--- config.mk ---
export PLATFORM = sky130hd
export DESIGN_NAME = hfr_packet_fifo_routing
export DESIGN_NICKNAME = d
export VERILOG_FILES = /design/src/design/hfr_pkg.sv /design/src/design/hfr_fifo_if.sv /design/src/design/hfr_byte_fifo.sv /design/src/design/hfr_packet_fifo_routing.sv
export VERILOG_INCLUDE_DIRS = /design/src /design/src/design
export SDC_FILE = /design/constraint.sdc
export NUM_CORES = 1
export LEC_CHECK = 0
export ABC_CLOCK_PERIOD_IN_PS = 8000
export BUFFER_PORTS_ARGS = -buffer_cell sky130_fd_sc_hd__buf_4
export CORE_MARGIN = 2
export CORE_UTILIZATION = 40
export DETAILED_ROUTE_END_ITERATION = 10
export PLACE_DENSITY = 0.63
export REMOVE_ABC_BUFFERS = 1
export SLEW_MARGIN = 0
export SYNTH_ARGS = -nofsm -noshare
export SYNTH_HDL_FRONTEND = slang
export SYNTH_SLANG_ARGS = --single-unit
--- constraint.sdc ---
create_clock -name MCLK -period 8 [get_ports MCLK]
set_input_delay 1.2 -clock MCLK [delete_from_list [all_inputs] [get_ports MCLK]]
set_output_delay 1.2 -clock MCLK [all_outputs]
set_load 0.05 [all_outputs]
--- src/design/hfr_consts.svh ---
// Constants for the packet FIFO and receive routing block: offsets, field positions, reset values, depths.
// Assumes it is included by bare name from package and design files that need these numbers.
`ifndef HFR_CONSTS_SVH
`define HFR_CONSTS_SVH

// -----------------------------------------------------------------------------
// Register offsets on the parallel control port.
// -----------------------------------------------------------------------------
`define HFR_OFS_RX_PACKET_BYTE_FIFO 8'hB4
`define HFR_OFS_TX_FIFO_CONDITION 8'hB6
`define HFR_OFS_TX_PACKET_BYTE_FIFO 8'hB7
`define HFR_OFS_RX_ROUTING_SELECT 8'hB8
`define HFR_OFS_RX_TIMESLOT_BIT_SUPPRESS 8'hB9

// -----------------------------------------------------------------------------
// Field positions.
// -----------------------------------------------------------------------------
`define HFR_TXC_VACANT_BIT 2
`define HFR_TXC_PACKED_BIT 1
`define HFR_TXC_UNDERFLOW_BIT 0
`define HFR_ROUTE_SOURCE_BIT 7
`define HFR_ROUTE_SA_OR_SLOT_BIT 6
`define HFR_ROUTE_MODE_BIT 5
`define HFR_ROUTE_SLOT_MSB 4
`define HFR_ROUTE_SLOT_LSB 0

// -----------------------------------------------------------------------------
// Reset values and sizes.
// -----------------------------------------------------------------------------
`define HFR_ROUTE_RESET 8'h00
`define HFR_SUPPRESS_RESET 8'h00
`define HFR_READ_IDLE 8'h00
`define HFR_FIFO_DEPTH 64

`endif

--- src/design/hfr_pkg.sv ---
// Types shared by the packet FIFO and receive routing block.
// Assumes the constants header sits beside it on the include path.
`default_nettype none

package hfr_pkg;
  // One packet data byte, bit 7 the most significant.
  typedef logic [7:0] byte_t;
  // Receive byte marks: opening, closing and good-packet.
  typedef struct packed {
    logic first_byte_flag;
    logic final_byte_flag;
    logic good_packet_flag;
  } rx_mark_t;
  // Transmit message tracking state.
  typedef enum logic [0:0] {
    TX_IDLE = 1'b0,
    TX_IN_MESSAGE = 1'b1
  } tx_msg_t;
endpackage : hfr_pkg

`default_nettype wire

--- src/design/hfr_fifo_if.sv ---
// Interface that joins a byte FIFO to the logic that fills and drains it.
// Assumes both ends run on the same clock.
`default_nettype none

interface hfr_fifo_if #(
  parameter int WIDTH = 8,
  parameter int LW = 7
);
  logic [WIDTH-1:0] in_data;  // Word offered by the filling side.
  logic in_valid;             // Filling side offers a word.
  logic in_ready;             // FIFO can take a word.
  logic [WIDTH-1:0] out_data; // Oldest stored word.
  logic out_valid;            // FIFO holds at least one word.
  logic out_ready;            // Draining side takes the oldest word.
  logic [LW-1:0] level;       // Number of words held.

  // The FIFO's own view.
  modport store (
    input in_data, in_valid, out_ready,
    output in_ready, out_data, out_valid, level
  );
  // The view of the logic around it.
  modport user (
    output in_data, in_valid, out_ready,
    input in_ready, out_data, out_valid, level
  );
endinterface : hfr_fifo_if

`default_nettype wire

--- src/design/hfr_byte_fifo.sv ---
// Synchronous first-in first-out store with valid and ready on both sides.
// Assumes one clock and a synchronous active-low reset; DEPTH need not be a power of two.
`default_nettype none

module hfr_byte_fifo #(
  parameter int WIDTH = 8,
  parameter int DEPTH = 64
) (
  // Clock and reset.
  input wire logic clk,
  input wire logic rst_n,
  // Both sides of the store.
  hfr_fifo_if.store q
);
  localparam int PW = (DEPTH > 1) ? $clog2(DEPTH) : 1;
  localparam int LW = $clog2(DEPTH + 1);

  logic [WIDTH-1:0] mem [DEPTH];       // Word storage.
  logic [PW-1:0] wr_ptr_reg, wr_ptr_next;
  logic [PW-1:0] rd_ptr_reg, rd_ptr_next;
  logic [LW-1:0] count_reg, count_next;
  logic push, pop;

  // Advance a pointer, wrapping after the last slot.
  function automatic logic [PW-1:0] bump(input logic [PW-1:0] p);
    bump = (p == PW'(DEPTH - 1)) ? '0 : PW'(p + 1'b1);
  endfunction : bump

  assign q.in_ready = (count_reg != LW'(DEPTH));
  assign q.out_valid = (count_reg != '0);
  assign q.out_data = mem[rd_ptr_reg];
  assign q.level = count_reg;
  assign push = q.in_valid & q.in_ready;
  assign pop = q.out_ready & q.out_valid;

  // ---------------------------------------------------------------------------
  // Next pointers and fill count.
  // ---------------------------------------------------------------------------
  always_comb begin
    wr_ptr_next = push ? bump(wr_ptr_reg) : wr_ptr_reg;
    rd_ptr_next = pop ? bump(rd_ptr_reg) : rd_ptr_reg;
    count_next = count_reg;
    if (push && !pop) begin
      count_next = LW'(count_reg + 1'b1);
    end else if (pop && !push) begin
      count_next = LW'(count_reg - 1'b1);
    end
  end

  // Register the pointers; storage itself is not reset, only its bookkeeping.
  always_ff @(posedge clk) begin
    if (!rst_n) begin
      wr_ptr_reg <= '0;
      rd_ptr_reg <= '0;
      count_reg <= '0;
    end else begin
      wr_ptr_reg <= wr_ptr_next;
      rd_ptr_reg <= rd_ptr_next;
      count_reg <= count_next;
    end
  end

  // Write the storage array.
  always_ff @(posedge clk) begin
    if (push) begin
      mem[wr_ptr_reg] <= q.in_data;
    end
  end
endmodule : hfr_byte_fifo

`default_nettype wire

--- src/design/hfr_packet_fifo_routing.sv ---
// Packet byte FIFOs and receive channel routing of the on-chip HDLC controller.
// Assumes the host port, framer timing and HDLC bit engine all run on MCLK, so no input is resynchronised.
//
// Summary of operation
// - FIFO data registers hold one byte, MSB bit7
// - Transmit condition bits 7..3 unassigned, read zero
// - Transmit vacant flag high when FIFO empty
// - Transmit packed flag high when FIFO full; TX_FIFO_PACKED port follows one cycle late
// - Underflow set when FIFO dries mid-message
// - Underflow sends abort without software help
// - Underflow latches, cleared by reading condition
// - Source zero: Sa bits from control two
// - Source one: routing register fields choose input
// - Sa select: low bits enable Sa4..Sa8
// - Slot select: DS0 contents feed receiver
// - Mode zero: one slot by number field
// - Mode one: block map picks slots
// - Slot number field bits 4..0, MSB first
// - Suppress bits exclude matching slot bits
// - Last-byte mark precedes final byte, cleared after
// - Receive marks describe byte at head
// - Both FIFOs hold 64 bytes
`default_nettype none
`include "hfr_consts.svh"

module hfr_packet_fifo_routing #(
  parameter int DEPTH = `HFR_FIFO_DEPTH
) (
  // Clock and reset.
  input wire logic MCLK,
  input wire logic RST_N,
  // Parallel control port, one access per strobe.
  input wire logic [7:0] HOST_ADDR,
  input wire hfr_pkg::byte_t HOST_WDATA,
  input wire logic HOST_WR,
  input wire logic HOST_RD,
  output hfr_pkg::byte_t HOST_RDATA,
  output logic HOST_RVALID,
  // Framer receive timing and data.
  input wire logic RX_LINE_BIT,
  input wire logic RX_BIT_STB,
  input wire logic [4:0] RX_SLOT,
  input wire logic [2:0] RX_BIT_POS,
  input wire logic [4:0] RX_SA_HIT,
  input wire logic [4:0] RX_SA_CFG,
  input wire logic RX_BLOCK_HIT,
  // Routed bits towards the receive HDLC engine.
  output logic RX_HDLC_BIT,
  output logic RX_HDLC_STB,
  // Bytes from the receive HDLC engine.
  input wire hfr_pkg::byte_t RX_ENG_BYTE,
  input wire hfr_pkg::rx_mark_t RX_ENG_MARK,
  input wire logic RX_ENG_VALID,
  output logic RX_ENG_READY,
  // Receive condition towards the receive information register.
  output hfr_pkg::rx_mark_t RX_HEAD_MARK,
  output logic RX_FIFO_VACANT,
  // Bytes towards the transmit HDLC engine.
  input wire logic TX_ENG_REQ,
  output hfr_pkg::byte_t TX_ENG_BYTE,
  output logic TX_ENG_LAST,
  output logic TX_ENG_VALID,
  output logic TX_ABORT,
  // Last-byte mark held in the HDLC control register.
  input wire logic TX_LAST_MARK,
  output logic TX_LAST_MARK_CLR,
  // Transmit FIFO condition for the status logic.
  output logic TX_FIFO_VACANT,
  output logic TX_FIFO_PACKED
);
  import hfr_pkg::*;

  localparam int LW = $clog2(DEPTH + 1);
  localparam int RXW = 11; // Byte plus three marks.
  localparam int TXW = 9;  // Byte plus last-byte mark.

  // ---------------------------------------------------------------------------
  // FIFO instances.
  // ---------------------------------------------------------------------------
  hfr_fifo_if #(.WIDTH(RXW), .LW(LW)) rxq ();
  hfr_fifo_if #(.WIDTH(TXW), .LW(LW)) txq ();

  // Receive store, filled by the engine and drained by host reads.
  hfr_byte_fifo #(.WIDTH(RXW), .DEPTH(DEPTH)) u_rx_fifo (
    .clk(MCLK),
    .rst_n(RST_N),
    .q(rxq)
  );

  // Transmit store, filled by host writes and drained by the engine.
  hfr_byte_fifo #(.WIDTH(TXW), .DEPTH(DEPTH)) u_tx_fifo (
    .clk(MCLK),
    .rst_n(RST_N),
    .q(txq)
  );

  // ---------------------------------------------------------------------------
  // State registers.
  // ---------------------------------------------------------------------------
  byte_t route_reg, route_next;       // Receive routing select.
  byte_t suppress_reg, suppress_next; // Receive slot bit suppress.
  logic underflow_reg, underflow_next; // Latched transmit underflow.
  tx_msg_t msg_reg, msg_next;          // Transmit message in progress.
  byte_t rdata_reg, rdata_next;
  logic rvalid_reg, rvalid_next;
  logic hbit_reg, hbit_next;
  logic hstb_reg, hstb_next;
  logic rx_ready_reg, rx_ready_next;
  rx_mark_t head_reg, head_next;
  logic rx_vacant_reg, rx_vacant_next;
  byte_t tbyte_reg, tbyte_next;
  logic tlast_reg, tlast_next;
  logic tvalid_reg, tvalid_next;
  logic abort_reg, abort_next;
  logic mark_clr_reg, mark_clr_next;
  logic tx_vacant_reg, tx_vacant_next;
  logic tx_packed_reg, tx_packed_next;

  // Decoded accesses.
  logic rd_rx_data, rd_tx_cond, wr_tx_data;
  logic tx_vacant_now, tx_packed_now; // Live FIFO condition.
  logic underflow_set;

  // True when an access strobe targets the given offset.
  function automatic logic hit(input logic stb, input logic [7:0] addr, input logic [7:0] ofs);
    hit = stb && (addr == ofs);
  endfunction : hit

  assign rd_rx_data = hit(HOST_RD, HOST_ADDR, `HFR_OFS_RX_PACKET_BYTE_FIFO);
  assign rd_tx_cond = hit(HOST_RD, HOST_ADDR, `HFR_OFS_TX_FIFO_CONDITION);
  assign wr_tx_data = hit(HOST_WR, HOST_ADDR, `HFR_OFS_TX_PACKET_BYTE_FIFO);
  assign tx_vacant_now = (txq.level == '0);
  assign tx_packed_now = (txq.level == LW'(DEPTH));

  // ---------------------------------------------------------------------------
  // FIFO hookup.
  // ---------------------------------------------------------------------------
  // The engine only pushes while the registered ready stands; a byte offered
  // without it is dropped, which the engine reports as its own overrun.
  assign rxq.in_data = {RX_ENG_MARK, RX_ENG_BYTE};
  assign rxq.in_valid = RX_ENG_VALID & rx_ready_reg;
  assign rxq.out_ready = rd_rx_data;
  // A write carries the last-byte mark with it, so the mark follows its byte.
  assign txq.in_data = {TX_LAST_MARK, HOST_WDATA};
  assign txq.in_valid = wr_tx_data;
  assign txq.out_ready = TX_ENG_REQ;

  // ---------------------------------------------------------------------------
  // Host port: register writes and read data.
  // ---------------------------------------------------------------------------
  // Reads answer one cycle after the strobe; an unmapped offset reads zero.
  always_comb begin
    route_next = route_reg;
    suppress_next = suppress_reg;
    rdata_next = `HFR_READ_IDLE;
    rvalid_next = HOST_RD;
    if (hit(HOST_WR, HOST_ADDR, `HFR_OFS_RX_ROUTING_SELECT)) begin
      route_next = HOST_WDATA;
    end
    if (hit(HOST_WR, HOST_ADDR, `HFR_OFS_RX_TIMESLOT_BIT_SUPPRESS)) begin
      suppress_next = HOST_WDATA;
    end
    if (HOST_RD) begin
      case (HOST_ADDR)
        `HFR_OFS_RX_PACKET_BYTE_FIFO: begin
          // An empty FIFO reads zero and nothing is removed.
          rdata_next = rxq.out_valid ? rxq.out_data[7:0] : `HFR_READ_IDLE;
        end
        `HFR_OFS_TX_FIFO_CONDITION: begin
          // Upper five bits are unassigned and read as zero.
          rdata_next = {5'h00, tx_vacant_now, tx_packed_now, underflow_reg};
        end
        `HFR_OFS_RX_ROUTING_SELECT: begin
          rdata_next = route_reg;
        end
        `HFR_OFS_RX_TIMESLOT_BIT_SUPPRESS: begin
          rdata_next = suppress_reg;
        end
        default: begin
          rdata_next = `HFR_READ_IDLE;
        end
      endcase
    end
  end

  // ---------------------------------------------------------------------------
  // Transmit message tracking, underflow and abort.
  // ---------------------------------------------------------------------------
  // A request that finds the FIFO dry in the middle of a message is an
  // underflow: the flag latches and an abort pulse goes to the engine.
  always_comb begin
    msg_next = msg_reg;
    tbyte_next = tbyte_reg;
    tlast_next = 1'b0;
    tvalid_next = 1'b0;
    abort_next = 1'b0;
    mark_clr_next = 1'b0;
    underflow_set = 1'b0;
    if (TX_ENG_REQ) begin
      if (txq.out_valid) begin
        tbyte_next = txq.out_data[7:0];
        tlast_next = txq.out_data[8];
        tvalid_next = 1'b1;
        if (txq.out_data[8]) begin
          // The final byte has left; the control bit is released.
          msg_next = TX_IDLE;
          mark_clr_next = 1'b1;
        end else begin
          msg_next = TX_IN_MESSAGE;
        end
      end else begin
        case (msg_reg)
          TX_IN_MESSAGE: begin
            underflow_set = 1'b1;
            abort_next = 1'b1;
            msg_next = TX_IDLE;
          end
          TX_IDLE: begin
            msg_next = TX_IDLE;
          end
          default: begin
            msg_next = TX_IDLE;
          end
        endcase
      end
    end
    // A new underflow in the cycle of the clearing read is kept.
    underflow_next = underflow_set | (underflow_reg & ~rd_tx_cond);
    tx_vacant_next = LW'(txq.level + wr_tx_data) == LW'(TX_ENG_REQ & txq.out_valid);
    tx_packed_next = tx_packed_now;
  end

  // ---------------------------------------------------------------------------
  // Receive side: routed bit selection and head marks.
  // ---------------------------------------------------------------------------
  // Every framer bit strobe is passed on only when the bit belongs to the
  // chosen Sa positions or slots and, in the two slot modes, is not suppressed.
  always_comb begin
    logic take;
    take = 1'b0;
    if (!route_reg[`HFR_ROUTE_SOURCE_BIT]) begin
      take = |(RX_SA_HIT & RX_SA_CFG);
    end else if (!route_reg[`HFR_ROUTE_SA_OR_SLOT_BIT]) begin
      // Bit 4 enables Sa4 down to bit 0 for Sa8.
      take = |(RX_SA_HIT & route_reg[4:0]);
    end else if (route_reg[`HFR_ROUTE_MODE_BIT]) begin
      take = RX_BLOCK_HIT & ~suppress_reg[3'h7 - RX_BIT_POS];
    end else begin
      // Bit position 0 is the slot's first, most significant bit.
      take = (RX_SLOT == route_reg[`HFR_ROUTE_SLOT_MSB:`HFR_ROUTE_SLOT_LSB])
        & ~suppress_reg[3'h7 - RX_BIT_POS];
    end
    hstb_next = RX_BIT_STB & take;
    hbit_next = (RX_BIT_STB & take) ? RX_LINE_BIT : hbit_reg;
    // Keep one spare slot so a push in flight never meets a full store.
    rx_ready_next = (rxq.level < LW'(DEPTH - 1));
    head_next = rxq.out_valid ? rx_mark_t'(rxq.out_data[10:8]) : rx_mark_t'(3'h0);
    rx_vacant_next = ~rxq.out_valid;
  end

  // ---------------------------------------------------------------------------
  // Register all state and outputs.
  // ---------------------------------------------------------------------------
  always_ff @(posedge MCLK) begin
    if (!RST_N) begin
      route_reg <= `HFR_ROUTE_RESET;
      suppress_reg <= `HFR_SUPPRESS_RESET;
      underflow_reg <= 1'b0;
      msg_reg <= TX_IDLE;
      rdata_reg <= `HFR_READ_IDLE;
      rvalid_reg <= 1'b0;
      hbit_reg <= 1'b0;
      hstb_reg <= 1'b0;
      rx_ready_reg <= 1'b0;
      head_reg <= rx_mark_t'(3'h0);
      rx_vacant_reg <= 1'b1;
      tbyte_reg <= `HFR_READ_IDLE;
      tlast_reg <= 1'b0;
      tvalid_reg <= 1'b0;
      abort_reg <= 1'b0;
      mark_clr_reg <= 1'b0;
      tx_vacant_reg <= 1'b1;
      tx_packed_reg <= 1'b0;
    end else begin
      route_reg <= route_next;
      suppress_reg <= suppress_next;
      underflow_reg <= underflow_next;
      msg_reg <= msg_next;
      rdata_reg <= rdata_next;
      rvalid_reg <= rvalid_next;
      hbit_reg <= hbit_next;
      hstb_reg <= hstb_next;
      rx_ready_reg <= rx_ready_next;
      head_reg <= head_next;
      rx_vacant_reg <= rx_vacant_next;
      tbyte_reg <= tbyte_next;
      tlast_reg <= tlast_next;
      tvalid_reg <= tvalid_next;
      abort_reg <= abort_next;
      mark_clr_reg <= mark_clr_next;
      tx_vacant_reg <= tx_vacant_next;
      tx_packed_reg <= tx_packed_next;
    end
  end

  // Outputs come straight from the registers above.
  assign HOST_RDATA = rdata_reg;
  assign HOST_RVALID = rvalid_reg;
  assign RX_HDLC_BIT = hbit_reg;
  assign RX_HDLC_STB = hstb_reg;
  assign RX_ENG_READY = rx_ready_reg;
  assign RX_HEAD_MARK = head_reg;
  assign RX_FIFO_VACANT = rx_vacant_reg;
  assign TX_ENG_BYTE = tbyte_reg;
  assign TX_ENG_LAST = tlast_reg;
  assign TX_ENG_VALID = tvalid_reg;
  assign TX_ABORT = abort_reg;
  assign TX_LAST_MARK_CLR = mark_clr_reg;
  assign TX_FIFO_VACANT = tx_vacant_reg;
  assign TX_FIFO_PACKED = tx_packed_reg;
endmodule : hfr_packet_fifo_routing

`default_nettype wire

# After elaboration in Yosys (flattened, before gate mapping)
# Memories as Yosys holds them, arrays and structs flattened. A register that Yosys moved wholly into a read port is not among the register bits.
# Cells that the tools add are included.
# Widths: inputs -> output; s select.
[word_totals] word_cells=125 input_bits=55 register_bits=86 output_inout_bits=30 ramBits=1280 n_memories=2
[memory_table] name="u_rx_fifo.mem" words=64 width=11 rd=1 rd_clocked_by_memory_dff=1 wr=1 line_no="hfr_byte_fifo.sv:18" rtl="logic [WIDTH-1:0] mem [DEPTH];"
[memory_table] name="u_tx_fifo.mem" words=64 width=9 rd=1 rd_clocked_by_memory_dff=1 wr=1 line_no="hfr_byte_fifo.sv:18"
[classes] add_sub_neg=10 n_reduce_logical=25 bitwise=16 n_eq_ne=14 muxes=30 magnitude_cmp=2
[ops] cell="$mux 6" n=8
[ops] cell="$eq 8x8->1 const B" n=5
[ops] cell="$pmux 8 s4" n=1
[ops] cell="$mux 7" n=4
[ops] cell="$add 6x1->6 const B" n=4
[ops] cell="$eq 6x6->1 const B" n=4
[ops] cell="$mux 1" n=15
[ops] cell="$add 7x1->7 const B" n=2
[ops] cell="$ne 7x7->1 const B" n=2
[ops] cell="$reduce_bool 7->1" n=2
[ops] cell="$sub 7x1->7 const B" n=2
[ops] cell="$and 1x1->1" n=10
[ops] cell="$and 5x5->5" n=2
[ops] cell="$reduce_or 5->1" n=2
[ops] cell="$logic_and 1x1->1" n=9
[ops] cell="$mux 8" n=1
[ops] cell="$reduce_and 2->1" n=4
[ops] cell="$add 7x1->7" n=1
[ops] cell="$eq 7x1->1" n=1
[ops] cell="$eq 7x7->1 const B" n=1
[ops] cell="$logic_not 7->1" n=1
[ops] cell="$lt 7x6->1 const B" n=1
[ops] cell="$eq 5x5->1" n=1
[ops] cell="$logic_not 1->1" n=4
[ops] cell="7 further kinds" n=10

# Longest topological paths before layout
# Gate-level depths: netlist of run 1.
[depth] word_depth=9 mapped_depth=15 mapped_depth_nobuf=13

# Modules after synthesis
# From an unflattened synthesis of run 1, not the netlist that was laid out.
[unflattened] hier_cells=2818 hier_area_um2=54358.4
[by_module_without_submodules] mod="hfr_byte_fifo (u_rx_fifo)" area_each_um2=28569.9 seq_area_each_um2=21640.8 n_inst=1 cells_each=1392
[by_module_without_submodules] mod="hfr_byte_fifo (u_tx_fifo)" area_each_um2=23731.5 seq_area_each_um2=17797.1 n_inst=1 cells_each=1195
[by_module_without_submodules] mod="hfr_packet_fifo_routing" area_each_um2=2057.0 seq_area_each_um2=940.9 n_inst=1 cells_each=231

# Worst setup path before layout of run 1
# No wires, ideal clock.
[synth_timing] kind="input -> register" start="input HOST_ADDR[6]" end="register u_tx_fifo.count_reg[6] (netlist: u_tx_fifo.q.level[6])" arrival_time_ns=3.788 stages=14 setup_slack_ns=4.084 setup_time_ns=0.128 path_buffers=1 required_ns=7.872 path_cell_list="and4b_1 nand2_1 or3_1 clkbuf_1 inv_2 ha_1 inv_1 fa_1 a21o_1 a21o_1 a211o_1 o211ai_1 xnor2_1 nor2_1"
[synth_between] elab_chain_len=6 elab_cells_between_ends=8 cone_classes="eq/ne: 1; mux: 1; bitwise: 1; reduce/logical: 5"
[synth_rtl] item="from (decl)" line_no="hfr_packet_fifo_routing.sv:33" rtl="input wire logic [7:0] HOST_ADDR,"
[synth_rtl] item="$eq 8x8->1 *" line_no="hfr_packet_fifo_routing.sv:126" rtl="hit = stb && (addr == ofs);"
[synth_rtl] item="$logic_and 1x1->1 *" line_no="hfr_packet_fifo_routing.sv:126"
[synth_rtl] item="$and 1x1->1 *" line_no="hfr_byte_fifo.sv:33" rtl="assign push = q.in_valid & q.in_ready;"
[synth_rtl] item="$logic_not 1->1" line_no="hfr_byte_fifo.sv:45" rtl="end else if (pop && !push) begin"
[synth_rtl] item="$logic_and 1x1->1" line_no="hfr_byte_fifo.sv:45"
[synth_rtl] item="$reduce_bool 2->1 (no line)"
[synth_rtl] item="to (signal assigned)" line_no="hfr_byte_fifo.sv:59" rtl="count_reg <= count_next;"
[synth_rtl] item="to (decl)" line_no="hfr_byte_fifo.sv:21" rtl="logic [LW-1:0] count_reg, count_next;"
# Mark *: on every way between the ends. The rest lies on a longest branch, timed or not.
# A chain may end at the register's enable or synchronous reset.

# Final worst setup path of run 1
[layout_timing] start="register u_tx_fifo.count_reg[0] (netlist: u_tx_fifo.q.level[0])" end="register u_tx_fifo.count_reg[6] (netlist: u_tx_fifo.q.level[6])"
[layout_between] elab_chain_len=5 elab_cells_between_ends=13 cone_classes="add/sub: 2; eq/ne: 1; mux: 2; bitwise: 2; reduce/logical: 6"
[layout_rtl] item="parallel branches: the longest is 5 deep, another holds $sub 7x1->7"
# Parallel ways; which one is timed is not known. The select of a mux whose other input is x is not followed.

==> reports/qor.yml, run 1 <==
run_status:
  outcome: "complete, no violations"
timing:
  relSlewSlack_pct: 16.9
  finalSetupViolations: 0
  finalWorstSetupSlack_ns: 4.05
  min_period_ns: 3.95
  skew_ns: 0.0336
  post-route-period-util_pct: 49.4
  max_freq_ghz: 0.253
  tightest_slew_ns: 1.24
  report.final.slew_viol_count: 0
  hold_violations: 0
  finalSetupTns_ns: 0
  rsz0062_at_grt: "false"
die:
  core_um2: 134000
  rows: 134
  die_y_um: 371
  die_w_um: 371
  die_area_um2: 138000
  io_pins: 85
  initial_utilization_pct: 40.4
detailed_routing:
  vias: 27500
  dr.pass1.iters: 6
  drt-wirelength-per-cell_um: 27.3
  drc: 0
  viasPerCell: 5.66
  drt_first_iter_violations: 2990
  ant_nets: 0
  wirelength_mm: 133
min_path:
  min_path_cells: 2
  hp-class: "reg -> reg"
  worstHoldStart: "msg_reg"
  whs_endpoint: "msg_reg"
clock_network:
  cts_sinks: 1377
  cts_buffers: 143
  cts_buffer_depth: 3
  holdBufCountCts: 0
  tritoncts: "done"
  cts_resized: 0
  post_cts_buffers: 0
  clkTransAtPathRegs_ns: 0.06
  root_buffer: "clkbuf_16"
  clock_latency_ns: 0.77
  htreeDepth: 4
yosys:
  yosys.area_share.xor_xnor_pct: 0.487
  ys_types: 70
  avgSynthCellArea_um2: 19.0
  synth-simple-area-share_pct: 4.91
  synth_ff_type: "edfxtp_1"
  netlist_instances: 2841
  ys_ff_latch: 1377
  yosysWarnings: 0
  synth_adder_area_share_pct: 0.514
  synth_top_family_by_area: "multiplexers"
  synth-compound-area-share_pct: 2.80
  synth-edff-count: 1280
  async_flop_share_pct: 0
  synth_mux_area_share_pct: 15.0
  synthesis.area_um2: 54000
  yosysSeqAreaShare_pct: 74.8
pwr:
  leakage_nw: 18.7
  p_per_area_nw_per_um2: 261
  peakVddDrop_v: 0.000234
critical_path:
  worstSetupStartpoint: "u_tx_fifo.q.level[0]"
  crit_required_ns: 8.61
  crit_arrival_ns: 4.57
  crit-reg2reg-capture: "u_tx_fifo.q.level[6]"
  endpoint_kind: "flop"
  reg2reg_depth: 13
  crit_type: "reg -> reg"
  r2r-start: "u_tx_fifo.q.level[0]"
  reg2reg_slack_ns: 4.05
  critPathMaxFanout: 12
  crit_path_start_kind: "flop"
final_layout:
  nets: 3040
  layout_commonest_cell: "edfxtp_1"
  area_growth_pct: 13.3
  layout_common_cells: "edfxtp_1 (1280), mux4_2 (263), nor2_1 (221), mux2i_1 (193), clkbuf_16 (143)"
  largest_reg_flops: 704
  finalCoreUtilization_pct: 45.7
  top_register: "u_rx_fifo.mem"
  reg_top3: "u_rx_fifo.mem x704, u_tx_fifo.mem x576"
  drive_above_1_share_pct: 20.0
placement:
  place_ws_ns: 3.50
  place.gp.congestion: 0.869
  portBuffers: 84
  dp_hpwl_mm: 80.5
global_routing:
  grt_max_degree: 98
  grt_pass1_vias: 26900
  antenna_found_initial: 2
  grt_overflow_total: 0
  grt_pass1_wl_mm: 191
  grt_use_total_pct: 19.1
run:
  drv_cap: 0
[how the worst max path moves through the flow]
stage                                end  cells past startpoint
floorplan                    TX_ENG_LAST                      6
finish              u_tx_fifo.q.level[6]                     13
global route        u_tx_fifo.q.level[6]                     13
detailed placement   u_tx_fifo.mem[6][1]                      7
global placement    u_tx_fifo.mem[14][0]                      7
CTS                 u_tx_fifo.q.level[6]                     13
[cell type report]
class,count,area [µm²]
timing repair buffer,130,1000
antenna,1,2.50
clock inverter,80,921
sequential,1377,40400
fill,11300,72600
multi-input combinational,1291,12800
clock buffer,182,3780
inverter,21,78.8
tap,1768,2210
[cells in the mapped netlist, types with 6 or more instances]
cell type	n	area, µm²
edfxtp_1	1280	38400
mux4_2	263	5920
nor2_1	222	833
mux2i_1	193	1930
dfxtp_1	97	1940
nand2_1	97	364
a22oi_1	80	601
nand3_1	73	365
clkbuf_1	62	233
nor2b_1	62	388
buf_2	54	270
a21oi_1	45	225
nand4_1	28	175
ha_1	19	238
inv_1	18	67.6
xor2_1	18	158
buf_4	17	128
o22ai_1	16	100
buf_1	12	45.0
xnor2_1	12	105
and3_1	11	68.8
nand3b_1	9	67.6
nor3_1	9	45.0
or3_1	9	56.3
and2_1	8	50.1
mux4_1	8	210
nor4_1	8	50.1
o21ai_0	8	40.0
a31oi_1	7	43.8
a211o_1	6	52.6
[report_power, final]
group | switching [W] | leakage [nW] | total, W | internal (W)
Clock | 0.00281 | 2.26 | 0.00663 | 0.00381
Sequential | 0.000129 | 12.3 | 0.00807 | 0.00794
Combinational | 0.000793 | 4.19 | 0.00130 | 0.000507
Total | 0.00373 | 18.7 | 0.0160 | 0.0123
[metrics by stage]
stage | total power, W | cells | cell area [µm²] | hold slack (ns)
after floorplan | 0.00905 | 2689 | 53200 | 0.434
after global placement | 0.00951 | 4587 | 56500 | 0.453
after detailed placement | 0.00952 | 4587 | 56500 | 0.469
after CTS | 0.0161 | 4849 | 61200 | 0.478
after global routing | 0.0165 | 4849 | 61200 | 0.501
final | 0.0160 | 4850 | 61200 | 0.481
[critical path: stages (launching register included)]
cell and delay, ns:
dfxtp_1 0.38, nor4_1 0.51, nand2_1 0.27, and2_1 0.35
inv_1 0.41, ha_1 0.30, inv_1 0.17, fa_1 0.44
a21o_1 0.18, a21o_1 0.21, a211o_1 0.30, o211ai_1 0.11
xnor2_1 0.14, nor2_1 0.05
[cell families (layout without fill, tap and decap cells)]
family / after synthesis / after routing
DFF: 1377 / 1377
and+or+nand+nor: 559 / 559
muxes: 466 / 466
AOI/OAI and AO/OA: 215 / 215
buffers and inverters: 173 / 413
xor gates and xnor gates: 30 / 30
adders and majority gates: 21 / 21
other: 0 / 1
[layer usage]
metal	vias up	GRT usage (%)	share of wire, %
li1	11700	-	-
met1	14400	27.6	43
met2	1122	29.4	46
met3	218	3.80	7.3
met4	2	6.12	2.9
met5	-	0	0.0098
Note: power is estimated with default switching activity, not from simulation.
==> inputs of run 2 (changes only) <==
ABC_CLOCK_PERIOD_IN_PS = 4000   (was 8000)
clock period = 4 ns   (was 8 ns; I/O delays follow)
==> run 2 against run 1 <==
  * Die area stayed put
  * Routed wire length fell by 0.22%
  * Critical endpoint unchanged
  * Register-to-register slack got worse by 3.5 ns
  * Sequential share of layout area shrank 1.4 points
  * Via count increased by 2.1%
  * Sequential power grew 100%
  * Utilization rose by 1.0 points
  * Non-clock buffer count is 166 higher
  * Critical path depth unchanged
  * Power rose by 100%
  * Global-route usage barely moved
  * Highest routed layer unchanged
==> reports/qor.yml, run 2 (synthesis gave the netlist of run 1 again) <==
critical_path:
  worstSetupStartpoint: "u_tx_fifo.q.level[1]"
  path_cells: "nor4_1 -> and3_1 -> or3_1 -> inv_2 -> ha_1 -> inv_1 -> ha_1 -> a21o_1 -> a21o_1 -> a211o_1 -> o211ai_1 -> xnor2_1 -> nor2_1"
  crit_required_ns: 4.62  # -3.99 ns
  crit_buf_inv: 2  # unchanged
  reg2reg_slack_ns: 0.58  # -3.47 ns
  reg2reg_depth: 13  # unchanged
  slowest_delay_ns: 0.47  # -0.04 ns
  crit-reg2reg-capture: "u_tx_fifo.q.level[6]"
  crit_arrival_ns: 4.04  # -0.53 ns
  crit_path_start_kind: "flop"
  slowest_stage: "nor4_1"
  r2r-start: "u_tx_fifo.q.level[1]"
  crit_family: "simple AND/OR/NAND/NOR gates"
  crit_type: "reg -> reg"
  critPathMaxFanout: 9  # -3
  endpoint_kind: "flop"
timing:
  post-route-period-util_pct: 85.6  # +36 points
  hold_violations: 0  # unchanged
  relSlewSlack_pct: 23.7  # +6.9 points
  report.final.slew_viol_count: 0  # unchanged
  rsz0062_at_grt: "false"
  max_freq_ghz: 0.292  # +16%
  min_period_ns: 3.42  # -0.532 ns
  tightest_slew_ns: 1.14  # -0.101 ns
  skew_ns: 0.0389  # +0.00533 ns
  finalSetupViolations: 0  # unchanged
pwr:
  leakage_nw: 19.7  # +5.1%
  total_power_w: 0.0321  # +100%
  clkPwrFrac_pct: 41.6  # +0.2 points
  peakVddDrop_v: 0.000545  # +130%
  switchingPower_w: 0.00736  # +97%
  combPwrFrac_pct: 8.3  # +0.2 points
  power_frac_seq_pct: 50.2  # -0.3 points
  switching_share_pct: 22.9  # -0.43 points
  p_per_area_nw_per_um2: 513  # +96%
  cellInternalPower_w: 0.0248  # +100%
placement:
  dp_cells: 4753  # +3.6%
  dp_hpwl_mm: 82.4  # +2.3%
  place.gp.congestion: 0.860  # -0.94%
  portBuffers: 84  # unchanged
final_layout:
  nets: 3205  # +5.4%
  area_growth_pct: 15.8
  reg_top3: "u_rx_fifo.mem x704, u_tx_fifo.mem x576"
  top_register: "u_rx_fifo.mem"
  fin_cells: 5015  # +3.4%
  drive_above_1_share_pct: 24.3  # +4.3 points
  layout_common_cells: "edfxtp_1 (1280), buf_4 (287), mux4_2 (263), nor2_1 (221), mux2i_1 (193)"
  finalCoreUtilization_pct: 46.8  # +1.0 points
  layout_commonest_cell: "edfxtp_1"
  largest_reg_flops: 704  # unchanged
clock_network:
  clock_latency_ns: 0.77  # about the same
  htreeDepth: 4  # unchanged
  root_buffer: "clkbuf_16"
  cts_sinks: 1377  # unchanged
  clkTransAtPathRegs_ns: 0.06  # about the same
  tritoncts: "done"
  holdBufCountCts: 0  # unchanged
  cts_buffers: 142  # -0.70%
  post_cts_buffers: 0  # unchanged
  cts_resized: 0  # unchanged
  cts_buffer_depth: 3  # unchanged
global_routing:
  grt_overflow_total: 0  # unchanged
  grt_use_total_pct: 19.2  # about the same
  antenna_found_initial: 3  # +1
  grt_pass1_wl_mm: 192  # +0.66%
  grt_pass1_vias: 27900  # +3.8%
  grt_max_degree: 67  # -32%
detailed_routing:
  vias: 28000  # +2.1%
  top_layer: "met5"
  drt-wirelength-per-cell_um: 26.4  # -3.5%
  wirelength_mm: 132  # -0.22%
  routed-wl-met3_mm: 9.83  # +1.5%
  routedLengthMet1_mm: 56.9  # -0.74%
  drt_first_iter_violations: 3071  # +2.7%
  drc: 0  # unchanged
  dr.pass1.iters: 6  # unchanged
  viasPerCell: 5.59  # -1.3%
  ant_nets: 0  # unchanged
  wl_met2_mm: 62.0  # +0.76%
min_path:
  min_path_cells: 2  # unchanged
  hp-class: "in -> reg"
  whs_endpoint: "RX_HDLC_BIT"
  worstHoldStart: "RX_LINE_BIT"
die:
  initial_utilization_pct: 40.4  # unchanged
  core_um2: 134000  # unchanged
  rows: 134  # unchanged
  die_y_um: 371  # unchanged
  io_pins: 85  # unchanged
  die_w_um: 371  # unchanged
  die_area_um2: 138000  # unchanged
run_status:
  outcome: "complete, no violations"
run:
  drv_cap: 0  # unchanged
[run 2: cell types whose count changed in the layout (fill, tap and decap cells not counted), moves of 3 or more]
| cell | before | now |
|---|---|---|
| clkinv_16 | 4 | 1 |
| clkbuf_16 | 143 | 147 |
| clkinv_1 | 28 | 24 |
| clkbuf_1 | 33 | 30 |
| inv_6 | 3 | 6 |
| buf_12 | 2 | 9 |
| buf_4 | 128 | 287 |
| clkinv_2 | 17 | 23 |
| clkinvlp_4 | 7 | 3 |
[run 2: worst max-delay path by stage]
| stage | slack (ns) | endpoint | cells past startpoint |
|---|---|---|---|
| floorplan | -3.73 | TX_ENG_LAST | 6 |
| global placement | 0.23 | u_tx_fifo.q.level[6] | 14 |
| detailed placement | 0.20 | u_tx_fifo.q.level[6] | 14 |
| CTS | 0.62 | u_tx_fifo.q.level[6] | 13 |
| global route | 0.24 | u_tx_fifo.q.level[6] | 13 |
| finish | 0.58 | u_tx_fifo.q.level[6] | 13 |
[run 2: per-layer routing]
layer	global-route usage, %	vias to the layer above
met5	0	-
met4	5.51	2
met3	3.76	186
met2	29.9	1110
met1	27.4	14700
li1	-	12100
[run 2: power by group through the flow]
stage / clock network [W] / logic [W] / registers, W
finish: 0.0133 / 0.00266 / 0.0161
global route: 0.0141 / 0.00286 / 0.0161
CTS: 0.0136 / 0.00267 / 0.0161
detailed placement: 0 / 0.00267 / 0.0164
global placement: 0 / 0.00264 / 0.0164
floorplan: 0 / 0.00145 / 0.0167
[run 2: final cells by class]
cell class                      count  area [µm²]
Tap cell                         1768        2210
Timing Repair Buffer              296        2330
Clock inverter                     78         850
Inverter                           21        78.8
Fill cell                       11200       71200
Multi-Input combinational cell   1291       12800
Clock buffer                      183        3870
Antenna cell                        1        2.50
Sequential cell                  1377       40400
[run 2: worst register-to-register path: cells and delay by family, from the launching register on]
kind | cells | cell delay (ns)
adder cells (fa/ha/maj) | 2 | 0.57
AO/OA/AOI/OAI | 4 | 0.81
buffers and inverters | 2 | 0.35
flip-flops | 1 | 0.39
AND/OR/NAND/NOR | 4 | 1.05
XOR/XNOR | 1 | 0.15
[run 2: through the flow]
stage,TNS (ns),setup slack (ns),hold slack (ns),instance area [µm²]
6_report,0,0.578,0.104,62500
4_1_cts,0,0.617,0.0646,62500
3_5_place_dp,0,0.202,0.450,57800
3_3_place_gp,0,0.230,0.448,57800
2_1_floorplan,-70.26,-3.73,0.434,53200
5_1_grt,0,0.238,0.0874,62500
